$ cat src/hdl/ccd_defs.svh
// Register offsets, field positions, reset values and counts for the CPU clock divider.
// Assumes inclusion by bare name from the design files.
`ifndef CCD_DEFS_SVH
`define CCD_DEFS_SVH

// ****************************************
// Register map (byte addresses)
// ****************************************
`define CCD_RATIO_OFFSET 12'h000
`define CCD_MODE_OFFSET 12'h004
`define CCD_STATUS_OFFSET 12'h008

// ****************************************
// Fields and reset values
// ****************************************
`define CCD_RATIO_RESET 8'h00
`define CCD_MODE_RESET 8'h00
`define CCD_RATIO_LSB 0
`define CCD_RATIO_MSB 2
`define CCD_SRC_BIT 0
`define CCD_STAT_SRC_BIT 0
`define CCD_STAT_RATIO_LSB 1
`define CCD_STAT_RATIO_MSB 3
`define CCD_STAT_XTAL_BIT 4

// ****************************************
// Ratio codes and divider limits
// ****************************************
`define CCD_CODE_DIV1 3'h0
`define CCD_CODE_DIV2 3'h1
`define CCD_CODE_DIV4 3'h2
`define CCD_CODE_DIV8 3'h3
`define CCD_CODE_DIV16 3'h4
`define CCD_LIM_DIV1 4'h0
`define CCD_LIM_DIV2 4'h1
`define CCD_LIM_DIV4 4'h3
`define CCD_LIM_DIV8 4'h7
`define CCD_LIM_DIV16 4'hf
`define CCD_CPU_TICKS_PER_INSTR 1'b1

`endif

$ cat src/hdl/ccd_pkg.sv
// Types shared by the CPU clock divider and its bench.
// Assumes nothing beyond a SystemVerilog compiler.
package ccd_pkg;

   typedef enum logic {CCD_SRC_SLOW, CCD_SRC_HIGH} ccd_src_type;

   typedef struct packed {
      logic psel;
      logic penable;
      logic pwrite;
      logic [11:0] paddr;
      logic [31:0] pwdata;
      logic [3:0] pstrb;
   } ccd_apb_req_type;

endpackage

$ cat src/hdl/ccd_cpu_clock_divider.sv
// CPU clock divider and ratio select, with an APB register slave.
// Assumes oscillator ticks arrive as one-cycle enables synchronous to clk,
// and that the crystal/fast-oscillator option strap is stable around reset.
`timescale 1ns/100ps
`default_nettype none
`include "ccd_defs.svh"

module ccd_cpu_clock_divider
(
   input wire logic clk,
   input wire logic resetn,
   input wire ccd_pkg::ccd_apb_req_type apb_req,
   output logic [31:0] prdata,
   output logic pready,
   output logic pslverr,
   input wire logic crystal_osc_clock,
   input wire logic fast_osc_tick,
   input wire logic slow_internal_osc_clock,
   input wire logic option_use_crystal,
   output logic cpu_clk_en,
   output logic instr_slot_en,
   output logic cpu_on_high_speed
);

   // ****************************************
   // Helpers
   // ****************************************
   // Codes above divide-by-16 are forbidden; they fall back to the slowest rate.
   function automatic logic [3:0] ratio_limit(input logic [2:0] code);
      case (code)
         `CCD_CODE_DIV1: ratio_limit = `CCD_LIM_DIV1;
         `CCD_CODE_DIV2: ratio_limit = `CCD_LIM_DIV2;
         `CCD_CODE_DIV4: ratio_limit = `CCD_LIM_DIV4;
         `CCD_CODE_DIV8: ratio_limit = `CCD_LIM_DIV8;
         default: ratio_limit = `CCD_LIM_DIV16;
      endcase
   endfunction

   // Applied source is a two-value enum; one place decides what high means
   function automatic logic src_is_high(input ccd_pkg::ccd_src_type src);
      src_is_high = (src == ccd_pkg::CCD_SRC_HIGH);
   endfunction

   // Status layout kept in one place so readback and field macros agree
   function automatic logic [7:0] status_pack(input logic src_high, input logic [2:0] ratio, input logic xtal);
      status_pack = 8'h00;
      status_pack[`CCD_STAT_SRC_BIT] = src_high;
      status_pack[`CCD_STAT_RATIO_MSB:`CCD_STAT_RATIO_LSB] = ratio;
      status_pack[`CCD_STAT_XTAL_BIT] = xtal;
   endfunction

   // ****************************************
   // Register bus decode
   // ****************************************
   logic [7:0] cpu_clock_ratio_ctrl_r;
   logic [7:0] main_clock_mode_reg_r;
   logic crystal_sel_r;
   logic strap_taken_r;
   logic [2:0] ratio_applied_r;
   ccd_pkg::ccd_src_type src_applied_r;
   logic [3:0] count_r;
   logic half_r;
   logic [31:0] prdata_r;

   wire setup_phase = apb_req.psel && !apb_req.penable;
   wire access_phase = apb_req.psel && apb_req.penable;
   wire hit_ratio = apb_req.paddr == `CCD_RATIO_OFFSET;
   wire hit_mode = apb_req.paddr == `CCD_MODE_OFFSET;
   wire hit_status = apb_req.paddr == `CCD_STATUS_OFFSET;
   wire hit_any = hit_ratio || hit_mode || hit_status;
   wire bad_write = hit_status && apb_req.pwrite;
   wire wr_lane0 = access_phase && apb_req.pwrite && apb_req.pstrb[0];
   wire wr_ratio = wr_lane0 && hit_ratio;
   wire wr_mode = wr_lane0 && hit_mode;
   wire main_source_sel = main_clock_mode_reg_r[`CCD_SRC_BIT];

   // ****************************************
   // Read mux and response
   // ****************************************
   // Unmapped reads return zero so software probing is harmless
   wire [7:0] status_byte = status_pack(src_is_high(src_applied_r), ratio_applied_r, crystal_sel_r);
   wire [31:0] rd_mux = hit_ratio ? {24'h000000, cpu_clock_ratio_ctrl_r} :
                        hit_mode ? {24'h000000, main_clock_mode_reg_r} :
                        hit_status ? {24'h000000, status_byte} : 32'h00000000;

   // Zero-wait slave: answer in the first access cycle
   assign pready = access_phase;
   assign pslverr = access_phase && (!hit_any || bad_write);
   assign prdata = prdata_r;

   // ****************************************
   // Source and divider
   // ****************************************
   wire hs_tick = crystal_sel_r ? crystal_osc_clock : fast_osc_tick;
   wire main_tick = src_is_high(src_applied_r) ? hs_tick : slow_internal_osc_clock;
   wire [3:0] limit = ratio_limit(ratio_applied_r);
   wire cpu_tick = main_tick && (count_r == limit);
   wire [3:0] count_inc = count_r + 4'h1;
   wire [2:0] ratio_req = cpu_clock_ratio_ctrl_r[`CCD_RATIO_MSB:`CCD_RATIO_LSB];
   // Source bit: 1 picks high-speed, 0 the slow oscillator
   wire ccd_pkg::ccd_src_type src_req = main_source_sel ? ccd_pkg::CCD_SRC_HIGH : ccd_pkg::CCD_SRC_SLOW;

   // ****************************************
   // Outputs
   // ****************************************
   // Ticks stay combinational so the CPU and divider see the same edge
   assign cpu_clk_en = cpu_tick;
   assign instr_slot_en = cpu_tick && (half_r == `CCD_CPU_TICKS_PER_INSTR);
   assign cpu_on_high_speed = src_is_high(src_applied_r);

   // ****************************************
   // Software register next state
   // ****************************************
   logic [7:0] cpu_clock_ratio_ctrl_nxt;
   logic [7:0] main_clock_mode_reg_nxt;
   logic [31:0] prdata_nxt;
   logic crystal_sel_nxt;
   logic strap_taken_nxt;
   logic [3:0] count_nxt;
   logic half_nxt;
   logic [2:0] ratio_applied_nxt;
   ccd_pkg::ccd_src_type src_applied_nxt;

   // Whole byte is stored, so a read-modify-write bit operation keeps the other bits
   always_comb
   begin
      cpu_clock_ratio_ctrl_nxt = cpu_clock_ratio_ctrl_r;
      if (wr_ratio)
      begin
         cpu_clock_ratio_ctrl_nxt = apb_req.pwdata[7:0];
      end
   end

   // Only the source bit is kept; the other bits read back as zero
   always_comb
   begin
      main_clock_mode_reg_nxt = main_clock_mode_reg_r;
      if (wr_mode)
      begin
         main_clock_mode_reg_nxt = {7'h00, apb_req.pwdata[`CCD_SRC_BIT]};
      end
   end

   // ****************************************
   // Read data next state
   // ****************************************
   // Read data is taken in setup so it already stands in the access cycle
   always_comb
   begin
      prdata_nxt = prdata_r;
      if (setup_phase && !apb_req.pwrite)
      begin
         prdata_nxt = rd_mux;
      end
   end

   // ****************************************
   // Strap capture next state
   // ****************************************
   // Strap is caught once after reset release; a live pin could glitch the source
   // Limitation: a new strap level needs a reset to take effect
   always_comb
   begin
      crystal_sel_nxt = crystal_sel_r;
      strap_taken_nxt = strap_taken_r;
      if (!strap_taken_r)
      begin
         crystal_sel_nxt = option_use_crystal;
         strap_taken_nxt = 1'b1;
      end
   end

   // ****************************************
   // Divider next state
   // ****************************************
   // Boundary: adopt pending settings so no CPU period is cut short
   // Trade-off: a new setting waits up to one old CPU period
   // Count never passes the divide-by-16 limit, so four bits suffice
   always_comb
   begin
      count_nxt = count_r;
      half_nxt = half_r;
      ratio_applied_nxt = ratio_applied_r;
      src_applied_nxt = src_applied_r;
      if (cpu_tick)
      begin
         count_nxt = 4'h0;
         half_nxt = ~half_r;
         ratio_applied_nxt = ratio_req;
         src_applied_nxt = src_req;
      end
      else if (main_tick)
      begin
         count_nxt = count_inc;
      end
   end

   // ****************************************
   // Software registers
   // ****************************************
   always_ff @(posedge clk or negedge resetn)
   begin
      if (!resetn)
      begin
         cpu_clock_ratio_ctrl_r <= `CCD_RATIO_RESET;
      end
      else
      begin
         cpu_clock_ratio_ctrl_r <= cpu_clock_ratio_ctrl_nxt;
      end
   end

   always_ff @(posedge clk or negedge resetn)
   begin
      if (!resetn)
      begin
         main_clock_mode_reg_r <= `CCD_MODE_RESET;
      end
      else
      begin
         main_clock_mode_reg_r <= main_clock_mode_reg_nxt;
      end
   end

   // ****************************************
   // Read data
   // ****************************************
   always_ff @(posedge clk or negedge resetn)
   begin
      if (!resetn)
      begin
         prdata_r <= 32'h00000000;
      end
      else
      begin
         prdata_r <= prdata_nxt;
      end
   end

   // ****************************************
   // Strap
   // ****************************************
   always_ff @(posedge clk or negedge resetn)
   begin
      if (!resetn)
      begin
         crystal_sel_r <= 1'b0;
         strap_taken_r <= 1'b0;
      end
      else
      begin
         crystal_sel_r <= crystal_sel_nxt;
         strap_taken_r <= strap_taken_nxt;
      end
   end

   // ****************************************
   // Divider
   // ****************************************
   // Count restarts and phase flips together at every CPU tick
   always_ff @(posedge clk or negedge resetn)
   begin
      if (!resetn)
      begin
         count_r <= 4'h0;
         half_r <= 1'b0;
      end
      else
      begin
         count_r <= count_nxt;
         half_r <= half_nxt;
      end
   end

   // Applied settings reset to slow and undivided, matching the register reset
   always_ff @(posedge clk or negedge resetn)
   begin
      if (!resetn)
      begin
         ratio_applied_r <= `CCD_CODE_DIV1;
         src_applied_r <= ccd_pkg::CCD_SRC_SLOW;
      end
      else
      begin
         ratio_applied_r <= ratio_applied_nxt;
         src_applied_r <= src_applied_nxt;
      end
   end

endmodule
`default_nettype wire

$ cat config.mk
export PLATFORM = sky130hd
export DESIGN_NAME = ccd_cpu_clock_divider
export DESIGN_NICKNAME = d
export VERILOG_FILES = /design/src/hdl/ccd_pkg.sv /design/src/hdl/ccd_cpu_clock_divider.sv
export VERILOG_INCLUDE_DIRS = /design/src /design/src/hdl
export SDC_FILE = /design/constraint.sdc
export NUM_CORES = 1
export LEC_CHECK = 0
export ABC_AREA = 1
export BUFFER_PORTS_ARGS = -buffer_cell sky130_fd_sc_hd__buf_2
export CAP_MARGIN = 20
export CELL_PAD_IN_SITES_DETAIL_PLACEMENT = 2
export CELL_PAD_IN_SITES_GLOBAL_PLACEMENT = 2
export CORE_ASPECT_RATIO = 1.75
export CORE_MARGIN = 3
export CORE_UTILIZATION = 20
export DETAILED_ROUTE_END_ITERATION = 6
export GPL_TIMING_DRIVEN = 0
export PLACE_DENSITY_LB_ADDON = 0.08
export SLEW_MARGIN = 25
export SYNTH_ARGS = -nofsm -noshare
export SYNTH_HDL_FRONTEND = slang
export SYNTH_SLANG_ARGS = --single-unit
$ cat constraint.sdc
create_clock -name clk -period 1.2 [get_ports clk]
set_input_delay 0.24 -clock clk [delete_from_list [all_inputs] [get_ports clk]]
set_output_delay 0.24 -clock clk [all_outputs]
set_load 0.005 [all_outputs]
[Word level (Yosys, flattened, before mapping)]
Index checks and enable logic that the tools add are counted.
Word-level totals
  bits in registers: 52
  output and inout port bits: 37
  bits of input ports: 57
Cells by class
  reduce and logical (&&, ||, !) cells: 20
  bitwise logic cells: 1
  equality and inequality tests: 6
  multiplexer cells: 9
  $add $sub $neg: 1
Operator list (number)
  $pmux 4 s4: 1
  $eq 12x3->1 const B: 1
  $eq 12x4->1 const B: 1
  $logic_not 12->1: 1
  $logic_and 1x1->1: 11
  $mux 5: 2
  $mux 4: 2
  $mux 8: 1
  $eq 3x2->1 const B: 2
  $add 4x1->4 const B: 1
  $eq 4x4->1: 1
  $eq 3x1->1 const B: 1
  $logic_not 1->1: 3
  $logic_not 3->1: 1
  $logic_or 1x1->1: 3
  $mux 1: 3
  $reduce_bool 2->1: 1
  $not 1->1: 1

[Depth between registers and ports, before layout]
Gate-level depths: netlist (run 1).
  depth after elaboration: 6
  depth in mapped cells: 9

[Worst setup path after synthesis (run 1)]
No wires, ideal clock.
  path kind: register to output
  from: reg ratio_applied_r[2]
  to: out instr_slot_en
  required time: 0.960 ns
  stages on the path, launching flop included: 8
  buffers on the path: 0
  setup slack: -0.099 ns
  data arrival time: 1.059 ns
  cell sequence: dfrtp_1 nor2_2 nand2_1 nand2_1 nand2_1 nor2_4 nand2_4 nor2_2
On the way
  word-level cells in the longest chain between the ends: 5
  elaborated cells between the ends (all ways): 8
  those cells by class: eq/ne (4); mux (1); reduce/logical (3)
Ends and longest elaborated chain
  start, declared: line ccd_cpu_clock_divider.sv:59  | logic [2:0] ratio_applied_r;
  start signal, assigned: line ccd_cpu_clock_divider.sv:280  | ratio_applied_r <= `CCD_CODE_DIV1;
  start signal, assigned: line ccd_cpu_clock_divider.sv:285  | ratio_applied_r <= ratio_applied_nxt;
  $eq 3x2->1, or another cell as far along: line ccd_cpu_clock_divider.sv:30  | case (code)
  $pmux 4 s4 (*): line ccd_cpu_clock_divider.sv:30
  $eq 4x4->1 (*): line ccd_cpu_clock_divider.sv:97  | wire cpu_tick = main_tick && (count_r == limit);
  $logic_and 1x1->1 (*): line ccd_cpu_clock_divider.sv:97
  $logic_and 1x1->1 (*): line ccd_cpu_clock_divider.sv:108  | assign instr_slot_en = cpu_tick && (half_r == `CCD_CPU_TICKS_PER_INSTR);
  end, declared: line ccd_cpu_clock_divider.sv:21  | output logic instr_slot_en,
Every way passes the cells marked *; elsewhere a longest branch is shown, timed or not.

[Worst setup path after layout (run 1)]
Ends and elaborated chain as after synthesis.

==> results.md, run 1 <==
- The final number of max-transition violations is 0.
- The pin count of the biggest net entering global routing is 29.
- The cell internal power dissipation is 2.23 mW.
- The worst path uses 144% of the clock period.
- In this run the cell area measured after placement is 2100 µm².
- Across all setup checks in the final design, the least slack found is -0.533 ns.
- STA puts the critical path data required time at 0.96 ns.
- The number of nets in the finished design is 369.
- The most frequently used flop master after synthesis is sky130_fd_sc_hd__dfrtp_1.
- The count of nets left with antenna violations once routing finished came out at 0.
- After global routing the overflow that remains totals 0.
- The worst IR drop on VDD is 0.603 mV.
- The count of input and output buffers is 42.
- The final reports fail on negative setup slack.
- The number of global-route vias before repair was 1770.
- Counting flops and latches in the post-synthesis netlist gives 28.
- The initial antenna violation count came to 0.
- The signal on the critical path passes through nor2_4, nand2_2, nand2_2, nand2_2, nor2_4, nand2_4, nor2_4, buf_2.
- Timing would allow up to 577 MHz.
- The floorplan step defined a die boundary enclosing 9610 µm².
- Of all cell types, the one taking the most synthesized area is sky130_fd_sc_hd__dfrtp_1.
- The buffers plus inverters on the worst setup path is 1.
- The count of final hold-check violations is 0.
- The flow ran to the end, but the final reports show violations.
- The first-pass GRT wire length is 8180 µm.
- The max-capacitance violation count is 0.
- For this run, asynchronously set or reset flops after synthesis account for 100%.
- Counting instances in the post-synthesis netlist gives the leading cell types as 78 x sky130_fd_sc_hd__nand2_1, 28 x sky130_fd_sc_hd__dfrtp_1, 25 x sky130_fd_sc_hd__buf_4, 21 x sky130_fd_sc_hd__nand3_1, 19 x sky130_fd_sc_hd__inv_1.
- The cell leakage power is 1.38 nW.
- Counting I/O delays and the setup requirement, the final critical path takes 1.73 ns.
- The number of vias per cell is 4.21.
- The later pin in the worst-skew pair is clocked with a latency of 0.27 ns.
- The CTS sink count is 28.
- The total length of routed wires is 5280 µm.
- For this run, the total global-route usage over all layers was measured as 11.2%.
- Combinational logic burns 33.7% of the power.
- The final RePlAce weighted congestion is 0.685.
- The path length in cells of the critical path is 8.
- The final design utilization is 30.2%.
- The number of DRC violations after detailed routing is 0.
- The clock passes through at most 2 buffers.
- With fillers left out, the area of the finished cells amounts to 2430 µm².
- Yosys attributes the largest share of cell area to sky130_fd_sc_hd__dfrtp_1 42%, sky130_fd_sc_hd__nand2_1 17%, sky130_fd_sc_hd__buf_4 11%, sky130_fd_sc_hd__nand3_1 6.2%, sky130_fd_sc_hd__inv_1 4.2%.
- Counting the fill cells in the layout gives 997.
- Among all cell types in the netlist, the one instantiated most often is sky130_fd_sc_hd__nand2_1.
- In the final layout, the share of cells above drive strength 1 is 38.7%.
- Yosys mapped a number of flops with a built-in enable equal to 0.
- The number of distinct library cells after synthesis is 22.
- The total number of vias is 1683.
- The net switching power of the design is 1.12 mW.
- The initial standard-cell utilization of the core is 20.9%.
- The number of setup violations in the final report is 12.
- The detailed router finished its first iteration with 15 violations.
- The part of the total power dissipated in sequential elements is 36.3%.
- Net switching is 33.5% of the power.
- Each instance of the synthesized netlist takes up on average 7.39 µm².
- The top-level I/O count is 94.
- The HPWL after detailed placement is 4070 µm.
- TritonCTS created 3 clock buffers.
- The mean routed wirelength per cell is 13.2 µm.
- STA classifies the critical path startpoint as a flop.
- The highest-delay cell along the critical path is sky130_fd_sc_hd__dfrtp_2.
- The number of rows in the core area is 43.
- The repair_antennas step left the layout with diodes totalling 0.
- Broken down by cell family, the worst path's largest delay share belongs to simple AND/OR/NAND/NOR gates.
- Sequential cells were found to cover 41.6% of the synthesized design area.
- The maximum level of the CTS H-tree is 1.
- The area growth from synthesis to layout is 44.4%.
- The worst register-to-register path has a depth of 10.
- The total of warnings raised by yosys is 0.
- The worst setup path is captured at an output pin.
- The slew at the pin with the worst max-slew slack is 0.673 ns.
- The number of cells produced by synthesis is 228.
- For this run, the slowest stage of the critical path takes 0.47 ns.
- The floorplan step defined a core boundary enclosing 8070 µm².
- The min-delay analysis places its worst path in the category input pin to asynchronous set/reset pin.
- The largest fanout on the critical path is 6.
- STA puts the critical path data arrival time at 1.49 ns.
- The tree is rooted in a sky130_fd_sc_hd__clkbuf_16.
- The first detailed-routing pass took 3 iterations.
- Across the routed clock network, the largest skew measured is 0.00349 ns.
- The cell area that synthesis handed to floorplanning was 1690 µm².
- The die is 127 µm tall.
- TritonCTS built the clock tree.
- The setup check on the worst reg-to-reg path leaves a slack of -0.34 ns.
- The worst slew margin relative to its limit is 55.1%.
- The cell area power density is 1380 nW/µm².
- The kind of critical path is flop to output pin.
- The area fraction of the dominant cell type after synthesis is 41.6%.
- The relative contribution of the clock network to total power is 30.1%.
- Setup repair after global routing could not meet its margin everywhere.
- The width of the die is 75.4 µm.
- Clock-pin slew was measured on the worst setup and hold paths at 0.07 ns.
## layout by cell type, fill, tap and decap left out
master                      synthesis  final
sky130_fd_sc_hd__inv_1             19     17
sky130_fd_sc_hd__nand3_1           21     20
sky130_fd_sc_hd__dfrtp_1           28     25
sky130_fd_sc_hd__buf_2              0     36
sky130_fd_sc_hd__o21a_1             1      1
sky130_fd_sc_hd__nor3_1             2      2
sky130_fd_sc_hd__a21oi_1            3      3
sky130_fd_sc_hd__buf_4             25     34
sky130_fd_sc_hd__xnor2_1            1      1
sky130_fd_sc_hd__bufinv_16          0      1
sky130_fd_sc_hd__nand2_2            3     11
sky130_fd_sc_hd__nor2_1            15     10
sky130_fd_sc_hd__nand2_4            1      2
sky130_fd_sc_hd__ha_1               1      1
sky130_fd_sc_hd__o21ai_0            8      8
sky130_fd_sc_hd__nand2_1           78     69
sky130_fd_sc_hd__nor2_2             4      2
sky130_fd_sc_hd__o21ai_1            7      7
sky130_fd_sc_hd__nor2_4             4     11
sky130_fd_sc_hd__dfrtp_2            0      3
sky130_fd_sc_hd__buf_6              1     11
sky130_fd_sc_hd__or2_1              1      1
sky130_fd_sc_hd__conb_1             2     25
sky130_fd_sc_hd__inv_2              2      4
sky130_fd_sc_hd__clkbuf_16          0      3
sky130_fd_sc_hd__nand3_2            1      2
## metrics by stage
step	hold WS, ns	cells	setup TNS (ns)	power, mW	setup WS, ns
2_1_floorplan	-0.0556	251	-0.171	1.85	-0.0965
3_3_place_gp	0.337	383	-5.49	2.12	-0.470
3_5_place_dp	0.332	383	-6.01	2.16	-0.477
4_1_cts	0.0411	395	-3.76	3.28	-0.641
5_1_grt	0.0651	400	-4.64	3.61	-0.641
6_report	0.00444	400	-3.45	3.35	-0.533
## power groups by stage
stage               combinational, mW  clock, mW  sequential [mW]
floorplan                       0.662          0             1.19
global placement                0.885          0             1.24
detailed placement              0.915          0             1.24
CTS                              1.01       1.05             1.22
global route                     1.27       1.09             1.25
finish                           1.13       1.01             1.22
## worst register-to-register path: cells and delay by family, from the launching register on
family        cells  cell delay (ns)
buf+inv           2             0.28
flops             1             0.47
simple gates      8             0.68
## final timing paths
check                                             to               start
max reg2reg                       ratio_applied_r[0]  ratio_applied_r[2]
max in group asynchronous         ratio_applied_r[2]              resetn
min in group clk           cpu_clock_ratio_ctrl_r[3]          apb_req[7]
min                                        prdata[3]              resetn
min reg2reg                            crystal_sel_r       strap_taken_r
max                                    instr_slot_en  ratio_applied_r[2]
## state kept, by name, summed over array words and instances, names as in the netlist
signal,flops
cpu_on_high_speed,1
ratio_applied_r,3
strap_taken_r,1
prdata,8
cpu_clock_ratio_ctrl_r,8
half_r,1
crystal_sel_r,1
count_r,4
main_clock_mode_reg_r,1
## timing repair
item                                   in CTS  in global routing
hold buffers                                0                  0
setup endpoints to repair                  12                 16
buffers inserted                            8                  5
pin swaps                                  12                 10
endpoints found under the hold margin       0                  0
gates resized for setup                    17                 20
cloned                                      0                  0
## layer usage
metal | up-vias | GRT usage, % | part of all wire, %
li1 | 818 | - | -
met1 | 816 | 10.5 | 34
met2 | 39 | 22.4 | 60
met3 | 10 | 1.65 | 3.7
met4 | 0 | 4.84 | 2.6
met5 | - | 0 | 0
## cell type report
class	count	area [µm²]	share of cell area, %
buffer	26	203	8.33
clock buffer	3	75.1	3.08
clock inverter	1	30.0	1.23
inverter	21	78.8	3.24
multi-input combinational	176	873	35.9
sequential	28	704	28.9
tap	90	113	4.63
timing repair buffer	55	357	14.7
## cells by family (layout without fill, tap and decap cells)
group / count (synthesis) / count (layout) / share of synthesized area [%]
buffers and inverters: 47 / 106 / 16.5
XOR/XNOR: 1 / 1 / 0.520
AO/OA/AOI/OAI: 19 / 19 / 5.79
other: 2 / 25 / 0.446
flip-flops: 28 / 28 / 41.6
AND/OR/NAND/NOR: 130 / 130 / 34.4
adder cells (fa/ha/maj): 1 / 1 / 0.742
No activity file was read; power rests on OpenSTA's default activity.
==> run 2, diff against run 1 <==
--- a/config.mk
+++ b/config.mk
@@ -8,7 +8,7 @@
 export LEC_CHECK = 0
 export ABC_AREA = 1
 export BUFFER_PORTS_ARGS = -buffer_cell sky130_fd_sc_hd__buf_2
-export CAP_MARGIN = 20
+export CAP_MARGIN = 5
 export CELL_PAD_IN_SITES_DETAIL_PLACEMENT = 2
 export CELL_PAD_IN_SITES_GLOBAL_PLACEMENT = 2
 export CORE_ASPECT_RATIO = 1.75
@@ -17,6 +17,7 @@
 export DETAILED_ROUTE_END_ITERATION = 6
 export GPL_TIMING_DRIVEN = 0
 export PLACE_DENSITY_LB_ADDON = 0.08
+export SETUP_SLACK_MARGIN = 0.4
 export SLEW_MARGIN = 25
 export SYNTH_ARGS = -nofsm -noshare
 export SYNTH_HDL_FRONTEND = slang
==> constraint.sdc (replaced) <==
create_clock -name clk -period 1.55 [get_ports clk]
set_input_delay 0.31 -clock clk [delete_from_list [all_inputs] [get_ports clk]]
set_output_delay 0.31 -clock clk [all_outputs]
set_load 0.005 [all_outputs]
==> results.md, run 2 (synthesis results as in run 1) <==
- Max-cap violations in this run came to 0.
- The number of rows in the core area is 43.
- After detailed routing, the number of vias per cell comes to 4.18.
- Timing would allow up to 557 MHz.
- Counting every sink on the clock net gives 28.
- The critical path's top delay family is simple AND/OR/NAND/NOR gates.
- Setup repair after global routing could not meet its margin everywhere.
- The number of buffers and inverters on the critical path is 1.
- The initial antenna violation count is 0.
- The final RePlAce weighted congestion is 0.716.
- The number of buffers created by CTS is 3.
- At the pin with the least slew margin, the transition time is 0.686 ns.
- No sink is reached through more buffers than the 2 on the longest clock path.
- For this run, design rule violations remaining after detail routing come to 0.
- The kind of critical path is flop to output pin.
- Global routing finished with a remaining overflow of 0.
- The area of the die is 9610 µm².
- The critical path goes through nor2_4, nand2_2, nand2_2, nand2_2, nor2_4, nand2_4, nor2_4, buf_2.
- Overall power consumption after layout is estimated at 2.59 mW.
- The first global-routing pass estimated 8830 µm of wire.
- The number of detailed-routing iterations run before antenna repair is 3.
- The count of input and output buffers is 42.
- The number of diodes added for antenna fixing is 0.
- Measured against its own limit, the worst slew margin works out to 54.3%.
- The clock period minus worst slack is 1.80 ns.
- The setup clock skew after layout is 0.00475 ns.
- The startpoint type of the worst setup path is a flop.
- Across every metal layer, demand over resource in global routing totals 11.9%.
- The number of setup violations in the final report is 8.
- The top-level I/O count is 94.
- The share of post-route cells with drive strength above 1 is 41.6%.
- The nature of the critical path endpoint is an output pin.
- The maximum level of the CTS H-tree is 1.
- Detailed placement finished with a half-perimeter wire length of 4050 µm.
- The slowest stage of the critical path belongs to the cell sky130_fd_sc_hd__dfrtp_1.
- The data required time of the worst path is 1.24 ns.
- The count of final hold-check violations is 0.
- The arrival time reported for the critical path endpoint is 1.49 ns.
- IR analysis of the VDD net gives a maximum drop of 0.421 mV.
- In this design, the stage delay of the slowest critical-path cell is 0.44 ns.
- The number of design-rule violations left by the first detailed-router iteration is 51.
- The initial standard-cell utilization of the core is 20.9%.
- The least setup slack across all paths after layout is -0.246 ns.
- TritonCTS built the clock tree.
- For this block, the via count after detailed routing is 1694.
- The cell area power density is 1030 nW/µm².
- In the final routed layout, each cell accounts on average for 13.1 µm.
- Fill cells in the final layout number 990.
- Clock latency on the worst-skew pair, taken at its later pin, is 0.27 ns.
- The worst hold slack is 0.0829 ns.
- The tree is rooted in a sky130_fd_sc_hd__clkbuf_16.
- The core region is 8070 µm².
- The width of the die is 75.4 µm.
- The worst hold path belongs to the class input pin to asynchronous set/reset pin.
- The number of global-route vias before repair came to 1893.
- For this block, the routed nets add up to 5310 µm of wire.
- In the layout the commonest cells are 68 x sky130_fd_sc_hd__nand2_1, 38 x sky130_fd_sc_hd__buf_2, 32 x sky130_fd_sc_hd__buf_4.
- The checks that failed: negative setup slack.
- The run finished, with violations left.
- The analysis attributes to cell leakage a power of 1.41 nW.
- Once detail routing completed, the nets flagged for antenna violations numbered 0.
- From bottom edge to top edge, the die measures 127 µm.
- The net count of the finished layout is 374.
- Of all nets on the critical path, the largest fanout is 4.
- The leading cell type in the layout, fill and taps excluded is sky130_fd_sc_hd__nand2_1.
- The clock transition at the registers of the reported paths is 0.07 ns.
- The area growth from synthesis to layout is 50.0%.
- The final number of max-transition violations is 0.
- The pin count of the biggest net entering global routing is 29.
- In the finished design, the share of the clock period the worst path needs comes to 116%.
run 2: cell count changes in the layout (fill, tap and decap cells not counted), moves of 2 or more:
cell / before / now
sky130_fd_sc_hd__buf_2: 36 / 38
sky130_fd_sc_hd__o21ai_0: 8 / 6
sky130_fd_sc_hd__buf_4: 34 / 32
sky130_fd_sc_hd__buf_6: 11 / 13
sky130_fd_sc_hd__buf_8: 0 / 2
sky130_fd_sc_hd__o21ai_2: 0 / 5
sky130_fd_sc_hd__o21ai_1: 7 / 4
run 2: report_power, final:
part / switching, mW / leakage [nW] / internal, mW / total [mW]
Clock: 0.266 / 0.0511 / 0.515 / 0.781
Sequential: 0.108 / 0.358 / 0.832 / 0.940
Combinational: 0.492 / 1.00 / 0.380 / 0.872
Total: 0.866 / 1.41 / 1.73 / 2.59
run 2: cell type report:
type,count,area [µm²],area share [%]
multi-input cells,177,922,36.5
flip-flops and latches,28,703,27.8
repair buffers,59,400,15.8
plain buffers,26,206,8.16
well taps,90,113,4.45
inverters,21,78.8,3.12
clock buffers,3,75.1,2.97
clock inverters,1,30.0,1.19
run 2: routing by layer:
| layer | vias up | global-route usage [%] | wire length, µm |
|---|---|---|---|
| met1 | 831 | 12.4 | 1880 |
| li1 | 832 | - | - |
| met4 | 0 | 3.09 | 55 |
| met3 | 2 | 1.42 | 140 |
| met2 | 29 | 23.5 | 3240 |
| met5 | - | 0 | 0 |
run 2: worst paths after layout:
kind	from	to	slack [ns]	depth (start not counted)
setup / recovery	ratio_applied_r[1]	instr_slot_en	-0.25	8
hold / removal	resetn	crystal_sel_r	0.08	1
setup reg to reg	ratio_applied_r[1]	half_r	-0.07	11
hold reg to reg	strap_taken_r	crystal_sel_r	0.46	1
max in group asynchronous	resetn	ratio_applied_r[2]	0.98	1
min in group clk	apb_req[9]	cpu_clock_ratio_ctrl_r[5]	0.24	3
run 2: worst register-to-register path: stages (launching register included):
cell                      delay [ns]
sky130_fd_sc_hd__dfrtp_1        0.44
sky130_fd_sc_hd__nor2_4         0.16
sky130_fd_sc_hd__nand2_2        0.06
sky130_fd_sc_hd__nand2_2        0.08
sky130_fd_sc_hd__nand2_2        0.06
sky130_fd_sc_hd__nor2_4         0.14
sky130_fd_sc_hd__nand2_4        0.10
sky130_fd_sc_hd__buf_4          0.15
sky130_fd_sc_hd__buf_6          0.10
sky130_fd_sc_hd__buf_6          0.12
sky130_fd_sc_hd__nand2_1        0.06
sky130_fd_sc_hd__nand2_1        0.05
run 2: stage by stage:
step	std cells	utilization (%)	setup slack (ns)	TNS, ns	instance area (µm²)
2_1_floorplan	251	-	0.187	0	1810
3_3_place_gp	383	26.5	-0.178	-0.317	2140
3_5_place_dp	383	26.5	-0.200	-0.384	2140
4_1_cts	399	29.7	-0.319	-0.699	2390
5_1_grt	405	31.3	-0.358	-1.97	2530
6_report	405	31.3	-0.246	-0.839	2530
run 2: what timing repair did:
item                       in CTS  in global routing
setup buffers                  12                  4
pin swaps                       9                  9
cloned                          0                  2
hold buffers                    0                  0
setup endpoints to repair      17                 30
gates resized for setup        16                 27
